==> src/bdc_defs.svh <==
`ifndef BDC_DEFS_SVH
`define BDC_DEFS_SVH

// register offsets on the internal register port of the serial interface
`define BDC_OFS_DET        8'h3f
`define BDC_OFS_CHG        8'h40
`define BDC_OFS_VCEIL      8'h41

// reset values
`define BDC_RST_DET        8'h6e
`define BDC_RST_CHG        8'h00
`define BDC_RST_VCEIL      8'h0f

// battery detection register fields
`define BDC_DET_SIMSEL     0
`define BDC_DET_CNT_LSB    1
`define BDC_DET_CNT_MSB    5
`define BDC_DET_DIS        6
`define BDC_DET_PUDIS      7

// input charger register fields
`define BDC_CHG_LOWBAT     0
`define BDC_CHG_SUSP       2
`define BDC_CHG_HI         3
`define BDC_CHG_TDIS       7

// ceiling register field
`define BDC_VCEIL_MSB      3

// debounce timing: counter width, sim count in slow oscillator periods, clock rates in Hz
`define BDC_CNT_W          5
`define BDC_SIM_DEB_CYC    5'h03
`define BDC_OSC_HZ         100000
`define BDC_SYS_HZ         40000000

// number of pin inputs passed through the synchroniser
`define BDC_NPIN           5

`endif

==> src/bdc_pkg.sv <==
package bdc_pkg;

  // one-hot register select from the address decoder
  typedef enum logic [3:0]
  {
    BDC_SEL_NONE  = 4'h1,
    BDC_SEL_DET   = 4'h2,
    BDC_SEL_CHG   = 4'h4,
    BDC_SEL_VCEIL = 4'h8
  } bdc_sel_e;

  typedef logic [7:0] bdc_byte_t;
  typedef logic [3:0] bdc_vcode_t;

endpackage

==> src/bdc_deb_if.sv <==
`timescale 1ns/1ps

// carries one debounce channel between the register bank and its filter
interface bdc_deb_if #(parameter int W = 5);
  logic         tick;
  logic         raw;
  logic [W-1:0] count;
  logic         removed;

  modport deb (input tick, input raw, input count, output removed);
  modport ctl (output tick, output raw, output count, input removed);
endinterface

==> src/bdc_regs.sv <==
// Functional notes
// - select 0 gives sim removal from a fixed three-tick debounce filter.
// - select 1 makes sim removal equal the main battery removal signal.
// - main removal debounced by 5-bit count, reset 10111, on undivided slow oscillator.
// - detection register bit 6 low enables detection; resets to 1.
// - detection register bit 7 low enables strong pull-up; resets to 0.
// - low battery reads 1 when below threshold, input valid, wireless invalid.
// - suspend bit 2 disables input; else limit from high bit, field, select.
// - with field select 0, bit 3 chooses 100mA or 500mA input limit.
// - with field select 1, high bit ignored, limit from 6-bit field.
// - bit 7 of charger register high disables the charge timer; resets 0.
// - effective termination voltage clamped by 4-bit ceiling, reset 1111.
`timescale 1ns/1ps
`include "bdc_defs.svh"

module bdc_regs
  import bdc_pkg::*;
(
  // clock and reset
  input  wire logic       SYS_CLK,
  input  wire logic       RST,
  // register port from the serial interface
  input  wire logic [7:0] REG_ADDR,
  input  wire logic [7:0] REG_WDATA,
  input  wire logic       REG_WR,
  input  wire logic       REG_RD,
  output logic      [7:0] REG_RDATA,
  output logic            REG_RVALID,
  // analog and oscillator pins
  input  wire logic       OSC_100K,
  input  wire logic       BAT_ABSENT,
  input  wire logic       MBATT_BELOW_PQ,
  input  wire logic       DC_VALID,
  input  wire logic       WC_VALID,
  // settings from neighbouring registers
  input  wire logic       ILIM_FIELD_SEL,
  input  wire logic [5:0] ILIM_FIELD,
  input  wire logic [3:0] VREG_CODE,
  // control outputs
  output logic            BATTERY_REMOVAL_SIGNAL,
  output logic            SIM_REMOVED,
  output logic            DET_EN,
  output logic            PULLUP_EN,
  output logic            DC_INPUT_ON,
  output logic            ILIM_500MA,
  output logic            ILIM_USE_FIELD,
  output logic      [5:0] ILIM_FIELD_OUT,
  output logic            CHG_TIMER_EN,
  output logic      [3:0] VTERM_EFF
);

  localparam int NPIN = `BDC_NPIN;

  logic [NPIN-1:0] pin_vec;
  logic [NPIN-1:0] s1_r;
  logic [NPIN-1:0] s2_r;
  logic [NPIN-1:0] s3_r;
  logic [NPIN-1:0] q_r;
  logic            osc_prev_r;
  logic            tick;
  logic            sim_sel_r;
  logic [4:0]      deb_cnt_r;
  logic            det_dis_r;
  logic            pu_dis_r;
  logic            susp_r;
  logic            hi_r;
  logic            tdis_r;
  logic [3:0]      ceil_r;
  logic            battery_below_prequal_flag_r;
  logic            battery_below_prequal_flag_nxt;
  bdc_sel_e        wsel;
  bdc_sel_e        rsel;
  bdc_byte_t       rd_mux;
  logic [3:0]      vclamp;

  bdc_deb_if #(.W(`BDC_CNT_W)) main_if ();
  bdc_deb_if #(.W(`BDC_CNT_W)) sim_if ();

  // address decoder shared by write and read paths
  function automatic bdc_sel_e addr_sel(input logic [7:0] a);
    case (a)
      `BDC_OFS_DET:   addr_sel = BDC_SEL_DET;
      `BDC_OFS_CHG:   addr_sel = BDC_SEL_CHG;
      `BDC_OFS_VCEIL: addr_sel = BDC_SEL_VCEIL;
      default:        addr_sel = BDC_SEL_NONE;
    endcase
  endfunction

  // pins: three flops then an output flop, a change counts once stages two and three agree
  assign pin_vec = {OSC_100K, BAT_ABSENT, MBATT_BELOW_PQ, DC_VALID, WC_VALID};

  generate
    for (genvar i = 0; i < NPIN; i++)
    begin : g_sync
      always_ff @(posedge SYS_CLK)
      begin
        if (RST)
        begin
          s1_r[i] <= 1'b0;
          s2_r[i] <= 1'b0;
          s3_r[i] <= 1'b0;
          q_r[i]  <= 1'b0;
        end
        else
        begin
          s1_r[i] <= pin_vec[i];
          s2_r[i] <= s1_r[i];
          s3_r[i] <= s2_r[i];
          if (s2_r[i] == s3_r[i])
            q_r[i] <= s3_r[i];
        end
      end
    end
  endgenerate

  // slow tick on each rising oscillator edge, one system cycle wide
  always_ff @(posedge SYS_CLK)
  begin
    if (RST)
      osc_prev_r <= 1'b0;
    else
      osc_prev_r <= q_r[4];
  end
  assign tick = q_r[4] & ~osc_prev_r;

  // decode and combinational selection
  assign wsel        = addr_sel(REG_ADDR);
  assign rsel        = addr_sel(REG_ADDR);
  assign battery_below_prequal_flag_nxt = q_r[2] & q_r[1] & ~q_r[0];
  assign vclamp      = (VREG_CODE > ceil_r) ? ceil_r : VREG_CODE;
  // reserved bits read as zero whatever was written
  assign rd_mux =
    (rsel == BDC_SEL_DET)   ? {pu_dis_r, det_dis_r, deb_cnt_r, sim_sel_r} :
    (rsel == BDC_SEL_CHG)   ? {tdis_r, 3'h0, hi_r, susp_r, 1'b0, battery_below_prequal_flag_r} :
    (rsel == BDC_SEL_VCEIL) ? {4'h0, ceil_r} :
    8'h00;

  // debounce channels; detection off forces the raw level low, so no removal is seen
  assign main_if.tick  = tick;
  assign main_if.raw   = q_r[3] & ~det_dis_r;
  assign main_if.count = deb_cnt_r;
  assign sim_if.tick   = tick;
  assign sim_if.raw    = q_r[3] & ~det_dis_r;
  assign sim_if.count  = `BDC_SIM_DEB_CYC;

  bdc_debounce #(.CNT_W(`BDC_CNT_W)) u_deb_main
  (
    .sys_clk (SYS_CLK),
    .rst     (RST),
    .ch      (main_if)
  );

  bdc_debounce #(.CNT_W(`BDC_CNT_W)) u_deb_sim
  (
    .sys_clk (SYS_CLK),
    .rst     (RST),
    .ch      (sim_if)
  );

  // register writes; reserved bits are dropped, low battery bit is status only
  always_ff @(posedge SYS_CLK)
  begin
    if (RST)
    begin
      sim_sel_r <= 1'b0;
      deb_cnt_r <= 5'h17;
      det_dis_r <= 1'b1;
      pu_dis_r  <= 1'b0;
      susp_r    <= 1'b0;
      hi_r      <= 1'b0;
      tdis_r    <= 1'b0;
      ceil_r    <= 4'hf;
    end
    else if (REG_WR && wsel == BDC_SEL_DET)
    begin
      sim_sel_r <= REG_WDATA[`BDC_DET_SIMSEL];
      deb_cnt_r <= REG_WDATA[`BDC_DET_CNT_MSB:`BDC_DET_CNT_LSB];
      det_dis_r <= REG_WDATA[`BDC_DET_DIS];
      pu_dis_r  <= REG_WDATA[`BDC_DET_PUDIS];
    end
    else if (REG_WR && wsel == BDC_SEL_CHG)
    begin
      susp_r    <= REG_WDATA[`BDC_CHG_SUSP];
      hi_r      <= REG_WDATA[`BDC_CHG_HI];
      tdis_r    <= REG_WDATA[`BDC_CHG_TDIS];
    end
    else if (REG_WR && wsel == BDC_SEL_VCEIL)
      ceil_r    <= REG_WDATA[`BDC_VCEIL_MSB:0];
  end

  // read data and status, registered
  always_ff @(posedge SYS_CLK)
  begin
    if (RST)
    begin
      REG_RDATA  <= 8'h00;
      REG_RVALID <= 1'b0;
      battery_below_prequal_flag_r  <= 1'b0;
    end
    else
    begin
      REG_RVALID <= REG_RD;
      battery_below_prequal_flag_r  <= battery_below_prequal_flag_nxt;
      if (REG_RD)
        REG_RDATA <= rd_mux;
    end
  end

  // removal and detection outputs
  always_ff @(posedge SYS_CLK)
  begin
    if (RST)
    begin
      BATTERY_REMOVAL_SIGNAL <= 1'b0;
      SIM_REMOVED <= 1'b0;
      DET_EN      <= 1'b0;
      PULLUP_EN   <= 1'b1;
    end
    else
    begin
      BATTERY_REMOVAL_SIGNAL <= main_if.removed;
      SIM_REMOVED <= sim_sel_r ? main_if.removed : sim_if.removed;
      DET_EN      <= ~det_dis_r;
      PULLUP_EN   <= ~pu_dis_r;
    end
  end

  // input limit, timer and termination voltage outputs
  always_ff @(posedge SYS_CLK)
  begin
    if (RST)
    begin
      DC_INPUT_ON    <= 1'b1;
      ILIM_500MA     <= 1'b0;
      ILIM_USE_FIELD <= 1'b0;
      ILIM_FIELD_OUT <= 6'h00;
      CHG_TIMER_EN   <= 1'b1;
      VTERM_EFF      <= 4'h0;
    end
    else
    begin
      DC_INPUT_ON    <= ~susp_r;
      ILIM_500MA     <= ~susp_r & ~ILIM_FIELD_SEL & hi_r;
      ILIM_USE_FIELD <= ~susp_r & ILIM_FIELD_SEL;
      ILIM_FIELD_OUT <= (~susp_r & ILIM_FIELD_SEL) ? ILIM_FIELD : 6'h00;
      CHG_TIMER_EN   <= ~tdis_r;
      VTERM_EFF      <= vclamp;
    end
  end
endmodule

==> src/bdc_debounce.sv <==
`timescale 1ns/1ps

// removal debounce: raw level must hold for more than count slow ticks
module bdc_debounce
  import bdc_pkg::*;
#(
  parameter int CNT_W = 5
)
(
  // clock and reset
  input  wire logic sys_clk,
  input  wire logic rst,
  // channel
  bdc_deb_if.deb    ch
);

  logic [CNT_W:0]   cnt_r;
  logic [CNT_W:0]   cnt_inc;
  logic             stable_r;
  logic             hit;

  // refuse counter widths the compare cannot serve, at elaboration
  if (CNT_W < 2 || CNT_W > 16)
  begin : g_bad_width
    $error("bdc_debounce: CNT_W out of range");
  end

  // counter is one bit wider so count+1 ticks fit; first tick is a partial period
  assign cnt_inc = cnt_r + {{CNT_W{1'b0}}, 1'b1};
  assign hit     = cnt_inc > {1'b0, ch.count};
  assign ch.removed = stable_r;

  // restart on any bounce back to the stable level
  always_ff @(posedge sys_clk)
  begin
    if (rst)
    begin
      cnt_r    <= '0;
      stable_r <= 1'b0;
    end
    else if (ch.raw == stable_r)
      cnt_r    <= '0;
    else if (ch.tick && hit)
    begin
      stable_r <= ch.raw;
      cnt_r    <= '0;
    end
    else if (ch.tick)
      cnt_r    <= cnt_inc;
  end
endmodule

==> config.mk <==
export PLATFORM = sky130hd
export DESIGN_NAME = bdc_regs
export DESIGN_NICKNAME = d
export VERILOG_FILES = /design/src/bdc_pkg.sv /design/src/bdc_deb_if.sv /design/src/bdc_regs.sv /design/src/bdc_debounce.sv
export VERILOG_INCLUDE_DIRS = /design/src
export SDC_FILE = /design/constraint.sdc
export NUM_CORES = 1
export LEC_CHECK = 0
export BUFFER_PORTS_ARGS = -buffer_cell sky130_fd_sc_hd__buf_2
export CORE_MARGIN = 2
export CORE_UTILIZATION = 25
export CTS_CLUSTER_DIAMETER = 150
export DETAILED_ROUTE_END_ITERATION = 12
export PLACE_DENSITY_LB_ADDON = 0.05
export REMOVE_ABC_BUFFERS = 1
export SYNTH_ARGS = -nofsm -noshare
export SYNTH_HDL_FRONTEND = slang
export SYNTH_SLANG_ARGS = --single-unit
==> constraint.sdc <==
create_clock -name SYS_CLK -period 2.7 [get_ports SYS_CLK]
set_clock_uncertainty 0.05 [all_clocks]
set_input_delay 0.27 -clock SYS_CLK [delete_from_list [all_inputs] [get_ports SYS_CLK]]
set_output_delay 0.27 -clock SYS_CLK [all_outputs]
set_load 0.1 [all_outputs]
==> impl_metrics.toml, run 1 <==
[die]
core_um2 = 12500
core.rowCount = 41
fp.dieH_um = 117
die-area_um2 = 13700
io_pins = 63
initial_core_util = 0.255
die_x_um = 117

[hold_path]
min-delay-start = "ILIM_FIELD_SEL"
hold_depth = 2
hold_path.class = "in -> reg"
min_to = "ILIM_500MA"

[setup_path]
reg2reg_from = "u_deb_main.cnt_r[0]"
end_kind = "flop"
crit_type = "reg -> reg"
arrival_ns = 2.51
critPathMaxFanout = 6
worstPathRequired_ns = 2.92
r2r-end = "u_deb_main.ch.removed"
r2r_slack_ns = 0.41
r2r_cells = 9
start_kind = "flop"

[cts]
clkLatencyLatePin_ns = 0.34
clockRootBuffer = "clkbuf_16"
cts_tree = "yes"
cts_resized = 0
post-cts-setup-buffer-count = 0
clockBufferDepth = 2
clock_sinks = 78
cts_buffers = 9
htreeDepth = 3
path_clk_slew_ns = 0.06
ctsHoldBuffers = 0

[route]
drtAntennaViolNets = 0
met2_length_um = 3350
viasPerCell = 4.41
num_vias = 2560
avgRoutedWirePerCell_um = 13.3
drcViolationCount = 0
wl_met1_um = 3630
wl_um = 7690
dr.pass1.iters = 4
drt-initial-drc-count = 93
dr.max_layer_used = "met5"
dr_wl_met3_um = 577

[timing]
slew_headroom = 0.583
drv_slew = 0
rsz0062_at_grt = "false"
tns_ns = 0
hold_viol = 0
max_freq_mhz = 437
finalCriticalPeriod_ns = 2.29
setup_viol = 0
worstMarginPinSlew_ns = 0.621
finalCritPeriodShare = 0.848

[global_routing]
grt_pass1_wl_um = 12800
grt_start_max_net_pins = 31
first_global_vias = 2563
grt.total_usage = 0.124
antenna_found_initial = 1
grt_overflow = 0

[layout]
final_area_um2 = 3960
fin_util = 0.316
nFillCells = 1376
area_delta_synth_final_pct = 23.9
insertedDiodeCount = 0
nNetsFinal = 452
layout-drive-gt1-share = 0.221

[synthesis]
yosys_warnings = 0
synthCells = 344
ys.flop_type = "dfxtp_1"
synth_compound_area_frac = 0.111
synth_cell_types = 51
synth_edf_count = 0
synth_top_family_by_area = "simple AND/OR/NAND/NOR gates"
synth-seq-cells = 78
synth-simple-area-share = 0.261
synthMuxAreaShare = 0.00941
async_flop_share = 0
syn_area_um2 = 3190
avgSynthCellArea_um2 = 9.28
synthXorXnorAreaFrac = 0.0384
synth_fa_ha_area_frac = 0.0470
ys_seq_area_frac = 0.489

[placed_design]
dpl_cell_area_um2 = 3660
routabilityCongestion = 0.701
portBuffers = 62
dp_hpwl_um = 5430

[flow_run]
maxCapViolCount = 0

[pwr]
ir_worst_vdd_mv = 0.409
cellLeakagePower_nw = 1.63
power.density_nw_per_um2 = 662
power_mw = 2.62

[run_status]
outcome = "complete, no violations"
Yosys cell counts, drive strengths merged, types with 2 or more instances:
cell    count  share of area
and4        2         0.0055
a311o       2         0.0063
and3        3         0.0059
inv        10          0.012
nand4       3         0.0059
o21ai       9          0.014
nand2      48          0.056
o211ai      2         0.0090
nand4b      4          0.011
nor2b      19          0.037
xnor2       8          0.022
o311ai      4          0.011
nor3        8          0.013
a31oi       4         0.0078
a22oi       2         0.0047
nor4        5          0.015
ha         12          0.047
nand3      30          0.049
and2b       2         0.0051
and2        6          0.012
a21oi      17          0.028
mux2i       3         0.0094
a211oi      4          0.011
nor4b       2         0.0074
xor2        6          0.016
dfxtp      78           0.49
a221oi      3         0.0082
nor2       16          0.019
nand2b      5         0.0098
clkbuf     12          0.020
buf         6          0.011
worst max-delay path: stages, from the launching register on:
cell	delay (ns)
dfxtp_1	0.39
ha_1	0.23
nand3_1	0.13
xnor2_1	0.15
ha_1	0.29
and3_1	0.18
o21ai_0	0.09
a32o_1	0.22
a21oi_2	0.29
mux2i_1	0.21
cell families after synthesis:
| kind of cell | Yosys count |
|---|---|
| AND/OR/NAND/NOR | 157 |
| flip-flops | 78 |
| AO/OA/AOI/OAI | 51 |
| buffers and inverters | 29 |
| XOR/XNOR | 14 |
| adder cells (fa/ha/maj) | 12 |
| multiplexers | 3 |
cell usage in the layout, fill, tap and decap left out, drive strengths merged, types with 2 or more instances in the layout:
cell type  synthesis  routed
o21ai              9       9
and2b              2       2
nand2             48      48
nor2b             19      19
and3               3       3
a311o              2       2
xor2               6       6
xnor2              8       8
inv               10      10
buf                6      67
clkbuf            12      10
a31oi              4       4
nor4b              2       2
nand2b             5       5
nand3             30      30
nand4              3       3
o211ai             2       2
clkinv             1       4
dfxtp             78      78
nand4b             4       4
mux2i              3       3
nor3               8       8
a221oi             3       3
a211oi             4       4
nor4               5       5
a21oi             17      17
and2               6       6
a22oi              2       2
o311ai             4       4
ha                12      12
and4               2       2
nor2              16      16
registers in the layout, indices dropped and copies added (netlist names), 4 cells and up:
register,cells
s1_r,5
ILIM_FIELD_OUT,6
u_deb_main.cnt_r,6
ceil_r,4
u_deb_sim.cnt_r,6
s2_r,5
VTERM_EFF,4
deb_cnt_r,5
s3_r,5
q_r,5
REG_RDATA,8
metrics by stage:
stage / worst slack [ns] / hold slack, ns / instances
final: 0.411 / 0.0526 / 580
after floorplan: 0.635 / 0.287 / 326
after global routing: 0.140 / 0.0501 / 580
after global placement: 0.453 / 0.342 / 565
after detailed placement: 0.402 / 0.346 / 565
after CTS: 0.387 / 0.0366 / 580
area by class of cell:
cell class	count	area [um^2]	share of cell area
Sequential cell	78	1560	0.395
Multi-Input combinational cell	237	1490	0.377
Timing Repair Buffer	67	348	0.0879
Clock buffer	10	239	0.0604
Tap cell	172	215	0.0544
Clock inverter	5	60.1	0.0152
Inverter	11	41.3	0.0104
worst max-delay path by stage:
stage	start	endpoint	depth (start not counted)
after detailed placement	u_deb_main.cnt_r[0]	u_deb_main.ch.removed	9
after global placement	u_deb_main.cnt_r[0]	u_deb_main.ch.removed	9
after CTS	u_deb_main.cnt_r[0]	u_deb_main.ch.removed	9
final	u_deb_main.cnt_r[0]	u_deb_main.ch.removed	9
after floorplan	u_deb_main.cnt_r[0]	u_deb_main.ch.removed	8
after global routing	u_deb_main.cnt_r[0]	u_deb_main.ch.removed	9
report_power, final:
part	total [mW]	leakage, nW	internal, mW	switching [mW]
Combinational	0.216	0.854	0.0527	0.164
Sequential	1.18	0.635	1.17	0.00774
Clock	1.22	0.145	0.737	0.483
Total	2.62	1.63	1.96	0.654
routing by layer:
metal,vias to the layer above,track usage
met3,12,0.0572
met4,2,0.0424
met1,1170,0.155
li1,1321,-
met2,55,0.189
met5,-,0
Note: power is estimated with default switching activity, not from simulation.
==> run 2, diff against run 1 <==
Settings changed: ABC_AREA set to 1.
Clock period 2.7 ns to 2.3 ns, I/O delays scaled along.
==> impl_metrics.toml, run 2 <==
[setup_path]
reg2reg_from = "u_deb_main.cnt_r[0]"
r2r_slack_ns = 0.37
r2r_cells = 10
end_kind = "flop"
worstPathRequired_ns = 2.52
r2r-end = "u_deb_main.cnt_r[4]"
arrival_ns = 2.15
critPathMaxFanout = 6
start_kind = "flop"
crit_type = "reg -> reg"

[cts]
post-cts-setup-buffer-count = 0
clkLatencyLatePin_ns = 0.33
ctsHoldBuffers = 0
clock_sinks = 78
htreeDepth = 3
cts_buffers = 9
cts_tree = "yes"
cts_resized = 0
clockBufferDepth = 2
path_clk_slew_ns = 0.06
clockRootBuffer = "clkbuf_16"

[synthesis]
yosys_warnings = 0
synthCells = 400
synthXorXnorAreaFrac = 0.0163
synth_top_family_by_area = "simple AND/OR/NAND/NOR gates"
synth_top_area_share = 0.486
synth.most_common_cell = "dfxtp_1"
syn_area_um2 = 3220
avgSynthCellArea_um2 = 8.04
synth_largest_area_cell = "dfxtp_1"
synth-seq-cells = 78
synth_cell_types = 35
synthMuxAreaShare = 0.00623
synth_fa_ha_area_frac = 0.0467
synth_edf_count = 0
synth_compound_area_frac = 0.123
ys_seq_area_frac = 0.486
async_flop_share = 0
synth-simple-area-share = 0.233
yosys-top-cells-area = "dfxtp_1 (49%), inv_1 (7.4%), nand2_1 (6.8%)"
ys.flop_type = "dfxtp_1"
synth_commonest_cells = "dfxtp_1 (78), inv_1 (63), nand2_1 (58)"

[placed_design]
routabilityCongestion = 0.746
portBuffers = 62
place_ws_ns = 0.358
dp_hpwl_um = 5300

[hold_path]
hold_depth = 2
hold_path.class = "in -> reg"
min_to = "ILIM_500MA"
min-delay-start = "ILIM_FIELD_SEL"

[pwr]
intPower_mw = 2.41
p_comb_frac = 0.078
ir_worst_vdd_mv = 0.322
power.density_nw_per_um2 = 785
switching_share = 0.240
seq_power_share = 0.437
clock_power_share = 0.485
cellLeakagePower_nw = 1.83
p_switching_mw = 0.762

[layout]
nFillCells = 1378
layout_commonest_cell = "dfxtp_1"
most-common-layout-cells = "dfxtp_1 (78), inv_1 (63), buf_2 (62)"
layout-drive-gt1-share = 0.227
nNetsFinal = 515
insertedDiodeCount = 0
multi_input_area_um2 = 1370
top_register = "REG_RDATA"
final-seq-area_um2 = 1560
area_delta_synth_final_pct = 25.7
largest_reg_flops = 8

[route]
avgRoutedWirePerCell_um = 11.5
viasPerCell = 4.09
wl_um = 7370
drcViolationCount = 0
num_vias = 2628
drt-initial-drc-count = 52
dr.pass1.iters = 4
drtAntennaViolNets = 0

[timing]
slew_headroom = 0.671
tns_ns = 0
finalCritPeriodShare = 0.841
worstMarginPinSlew_ns = 0.496
fin_ws_ns = 0.366
hold_viol = 0
drv_slew = 0
rsz0062_at_grt = "false"
setup_viol = 0
max_freq_mhz = 517
finalCriticalPeriod_ns = 1.93

[global_routing]
grt.total_usage = 0.114
grt_pass1_wl_um = 12400
grt_overflow = 0
grt_start_max_net_pins = 37
first_global_vias = 2529
antenna_found_initial = 0

[flow_run]
maxCapViolCount = 0

[run_status]
outcome = "complete, no violations"

[die]
initial_core_util = 0.256
die-area_um2 = 13800
fp.dieH_um = 117
core_um2 = 12600
core.rowCount = 41
die_x_um = 117
io_pins = 63
-- run 2: worst max-delay path, stage by stage, from the launching register on --
cell	delay (ns)
dfxtp_1	0.40
ha_1	0.21
nand3_1	0.10
xor2_1	0.17
ha_1	0.30
nand2_1	0.07
nor2_1	0.10
nor2_1	0.04
nand2_1	0.14
nand4_2	0.17
nor2_1	0.12
-- run 2: how the worst max path moves through the flow --
| stage | depth (start not counted) | slack (ns) | startpoint | to |
|---|---|---|---|---|
| floorplan | 10 | 0.59 | u_deb_main.cnt_r[0] | u_deb_main.cnt_r[0] |
| global placement | 10 | 0.43 | u_deb_main.cnt_r[0] | u_deb_main.cnt_r[5] |
| detailed placement | 10 | 0.36 | u_deb_main.cnt_r[0] | u_deb_main.cnt_r[1] |
| CTS | 10 | 0.34 | u_deb_main.cnt_r[0] | u_deb_main.cnt_r[4] |
| global route | 10 | 0.13 | u_deb_main.cnt_r[0] | u_deb_main.cnt_r[3] |
| finish | 10 | 0.37 | u_deb_main.cnt_r[0] | u_deb_main.cnt_r[4] |
-- run 2: kinds of logic after synthesis --
family | Yosys count
muxes | 2
xor gates and xnor gates | 6
adders and majority gates | 12
DFF | 78
buffers and inverters | 75
and+or+nand+nor | 157
AOI/OAI and AO/OA | 70
-- run 2: area by class of cell --
| class | count | area share |
|---|---|---|
| Tap cell | 172 | 0.0533 |
| Clock buffer | 12 | 0.0610 |
| Timing Repair Buffer | 65 | 0.0824 |
| Sequential cell | 78 | 0.386 |
| Inverter | 66 | 0.0619 |
| Multi-Input combinational cell | 247 | 0.338 |
| Clock inverter | 3 | 0.0170 |
-- run 2: power groups by stage --
stage | clock network [mW] | logic, mW | registers (mW)
floorplan | 0 | 0.0572 | 1.53
global placement | 0 | 0.251 | 1.42
detailed placement | 0 | 0.252 | 1.42
CTS | 1.60 | 0.253 | 1.39
global route | 1.65 | 0.270 | 1.39
finish | 1.54 | 0.249 | 1.39
-- run 2: metrics by stage --
step / instance area (um^2) / util / cells / power, mW / hold slack [ns]
2_1_floorplan: 3180 / - / 391 / 1.58 / 0.247
3_3_place_gp: 3730 / 0.296 / 628 / 1.67 / 0.326
6_report: 4040 / 0.322 / 643 / 3.17 / 0.0375
4_1_cts: 4040 / 0.322 / 643 / 3.24 / 0.0165
3_5_place_dp: 3730 / 0.296 / 628 / 1.67 / 0.324
5_1_grt: 4040 / 0.322 / 643 / 3.31 / 0.0365
-- run 2: routing by layer --
metal / vias up / GRT usage / wire length, um
li1: 1410 / - / -
met1: 1155 / 0.151 / 3740
met2: 55 / 0.168 / 3120
met3: 8 / 0.0316 / 385
met4: 0 / 0.0610 / 124
met5: - / 0 / 0
==> run 3, diff against run 2 <==
Clock period 2.3 ns to 2.01 ns, I/O delays scaled along.
==> impl_metrics.toml, run 3 (synthesized netlist as in run 2, its figures left out) <==
[layout]
top_register = "REG_RDATA"
layout_commonest_cell = "dfxtp_1"
layout-drive-gt1-share = 0.247
final_area_um2 = 4070
nNetsFinal = 517
finalNonFillerCells = 646
largest_reg_flops = 8
area_delta_synth_final_pct = 26.5
most-common-layout-cells = "dfxtp_1 (76), inv_1 (63), buf_2 (62)"
insertedDiodeCount = 0

[die]
fp.dieH_um = 117
die_x_um = 117
die-area_um2 = 13800
initial_core_util = 0.256
core_um2 = 12600
core.rowCount = 41
io_pins = 63

[timing]
hold_viol = 0
finalCriticalPeriod_ns = 1.82
worstMarginPinSlew_ns = 0.497
slew_headroom = 0.671
setup_viol = 0
finalCritPeriodShare = 0.904
tns_ns = 0
rsz0062_at_grt = "false"
drv_slew = 0
max_freq_mhz = 550

[setup_path]
crit_start = "u_deb_main.cnt_r[0]"
r2r_slack_ns = 0.19
cp_num_buf_inv = 0
r2r_cells = 10
crit_type = "reg -> reg"
worstPathCellList = "ha_4, nand3_1, xor2_1, ha_1, nand2_2, nor2_1, nor2_1, nand2_2, nand4_4, nor2_1"
worstPathRequired_ns = 2.23
crit_end = "u_deb_main.cnt_r[1]"
critPathMaxFanout = 6
r2r-end = "u_deb_main.cnt_r[1]"
cpMostUsedCell = "nor2_1"
arrival_ns = 2.04
start_kind = "flop"
cp.depth = 10
end_kind = "flop"
slowest_delay_ns = 0.38
cpLargestDelayFamily = "simple AND/OR/NAND/NOR gates"
slowest_stage = "dfxtp_4"
reg2reg_from = "u_deb_main.cnt_r[0]"

[cts]
clockBufferDepth = 2
cts_tree = "yes"
clkLatencyLatePin_ns = 0.34
cts_buffers = 9
clockRootBuffer = "clkbuf_16"
htreeDepth = 3
post-cts-setup-buffer-count = 0
clock_sinks = 78
path_clk_slew_ns = 0.06

[placed_design]
dp_hpwl_um = 5340
dpl_cell_area_um2 = 3730
routabilityCongestion = 0.706
portBuffers = 62
place_inst = 629

[run_status]
outcome = "complete, no violations"

[global_routing]
first_global_vias = 2617
antenna_found_initial = 0
grt_overflow = 0
grt.total_usage = 0.115
grt_start_max_net_pins = 28
grt_pass1_wl_um = 12600

[pwr]
ir_worst_vdd_mv = 0.293
cellLeakagePower_nw = 1.82
p_comb_frac = 0.083
power_mw = 3.42
power.density_nw_per_um2 = 841
switching_share = 0.247
intPower_mw = 2.57
clock_power_share = 0.453
seq_power_share = 0.463
p_switching_mw = 0.846

[route]
viasPerCell = 4.08
drt-initial-drc-count = 101
drtAntennaViolNets = 0
drcViolationCount = 0
avgRoutedWirePerCell_um = 11.2
wl_um = 7260
dr.pass1.iters = 4
num_vias = 2634

[hold_path]
hold_depth = 3
hold_path.class = "in -> reg"

[flow_run]
maxCapViolCount = 0
[run 3: cell count changes in the layout (fill, tap and decap cells not counted), sizes merged]
cell         delta
bufinv          -2
buf             +1
clkbuf          +1
clkinv          +1
clkinvlp        +1
dlygate4sd3     +1
[run 3: power groups by stage]
stage | registers, mW | logic (mW) | clock network (mW)
global route | 1.59 | 0.311 | 1.69
global placement | 1.62 | 0.287 | 0
finish | 1.58 | 0.285 | 1.55
CTS | 1.59 | 0.290 | 1.62
detailed placement | 1.62 | 0.288 | 0
floorplan | 1.75 | 0.0654 | 0
[run 3: timing repair]
item / in CTS / in global routing
setup endpoints to repair: 0 / 7
hold buffers: 1 / 0
endpoints found under the hold margin: 1 / 0
gates resized for setup: 0 / 10
[run 3: worst reg2reg max path: stages (launching register included)]
cell,delay (ns)
dfxtp_4,0.38
ha_4,0.14
nand3_1,0.09
xor2_1,0.18
ha_1,0.31
nand2_2,0.06
nor2_1,0.10
nor2_1,0.05
nand2_2,0.13
nand4_4,0.13
nor2_1,0.13
[run 3: stage by stage]
step / utilization / hold slack, ns / worst slack [ns]
CTS: 0.321 / 0.000277 / 0.0264
finish: 0.324 / 0.00791 / 0.193
detailed placement: 0.297 / 0.330 / 0.0439
global route: 0.324 / 0.0142 / 0.0243
floorplan: - / 0.218 / 0.299
global placement: 0.297 / 0.327 / 0.127
[run 3: layout make-up]
| class | count | area, um^2 |
|---|---|---|
| Clock buffer | 13 | 270 |
| Clock inverter | 3 | 17.5 |
| Fill cell | 1357 | 8500 |
| Inverter | 66 | 250 |
| Multi-Input combinational cell | 247 | 1400 |
| Sequential cell | 78 | 1570 |
| Tap cell | 172 | 215 |
| Timing Repair Buffer | 67 | 350 |
[run 3: routing by layer]
layer  global-route usage  up-vias  wire (um)
met2                0.179       56       3150
met4               0.0565        0        154
li1                     -     1414          -
met1                0.145     1150       3580
met5                    0        -          0
met3               0.0350       14        365
[run 3: worst min path at each step]
stage	from	to	slack, ns
finish	OSC_100K	s1_r[4]	0.008
global route	DC_VALID	s1_r[1]	0.01
CTS	OSC_100K	s1_r[4]	0.0003
detailed placement	pu_dis_r	PULLUP_EN	0.33
global placement	pu_dis_r	PULLUP_EN	0.33
floorplan	RST	DET_EN	0.22
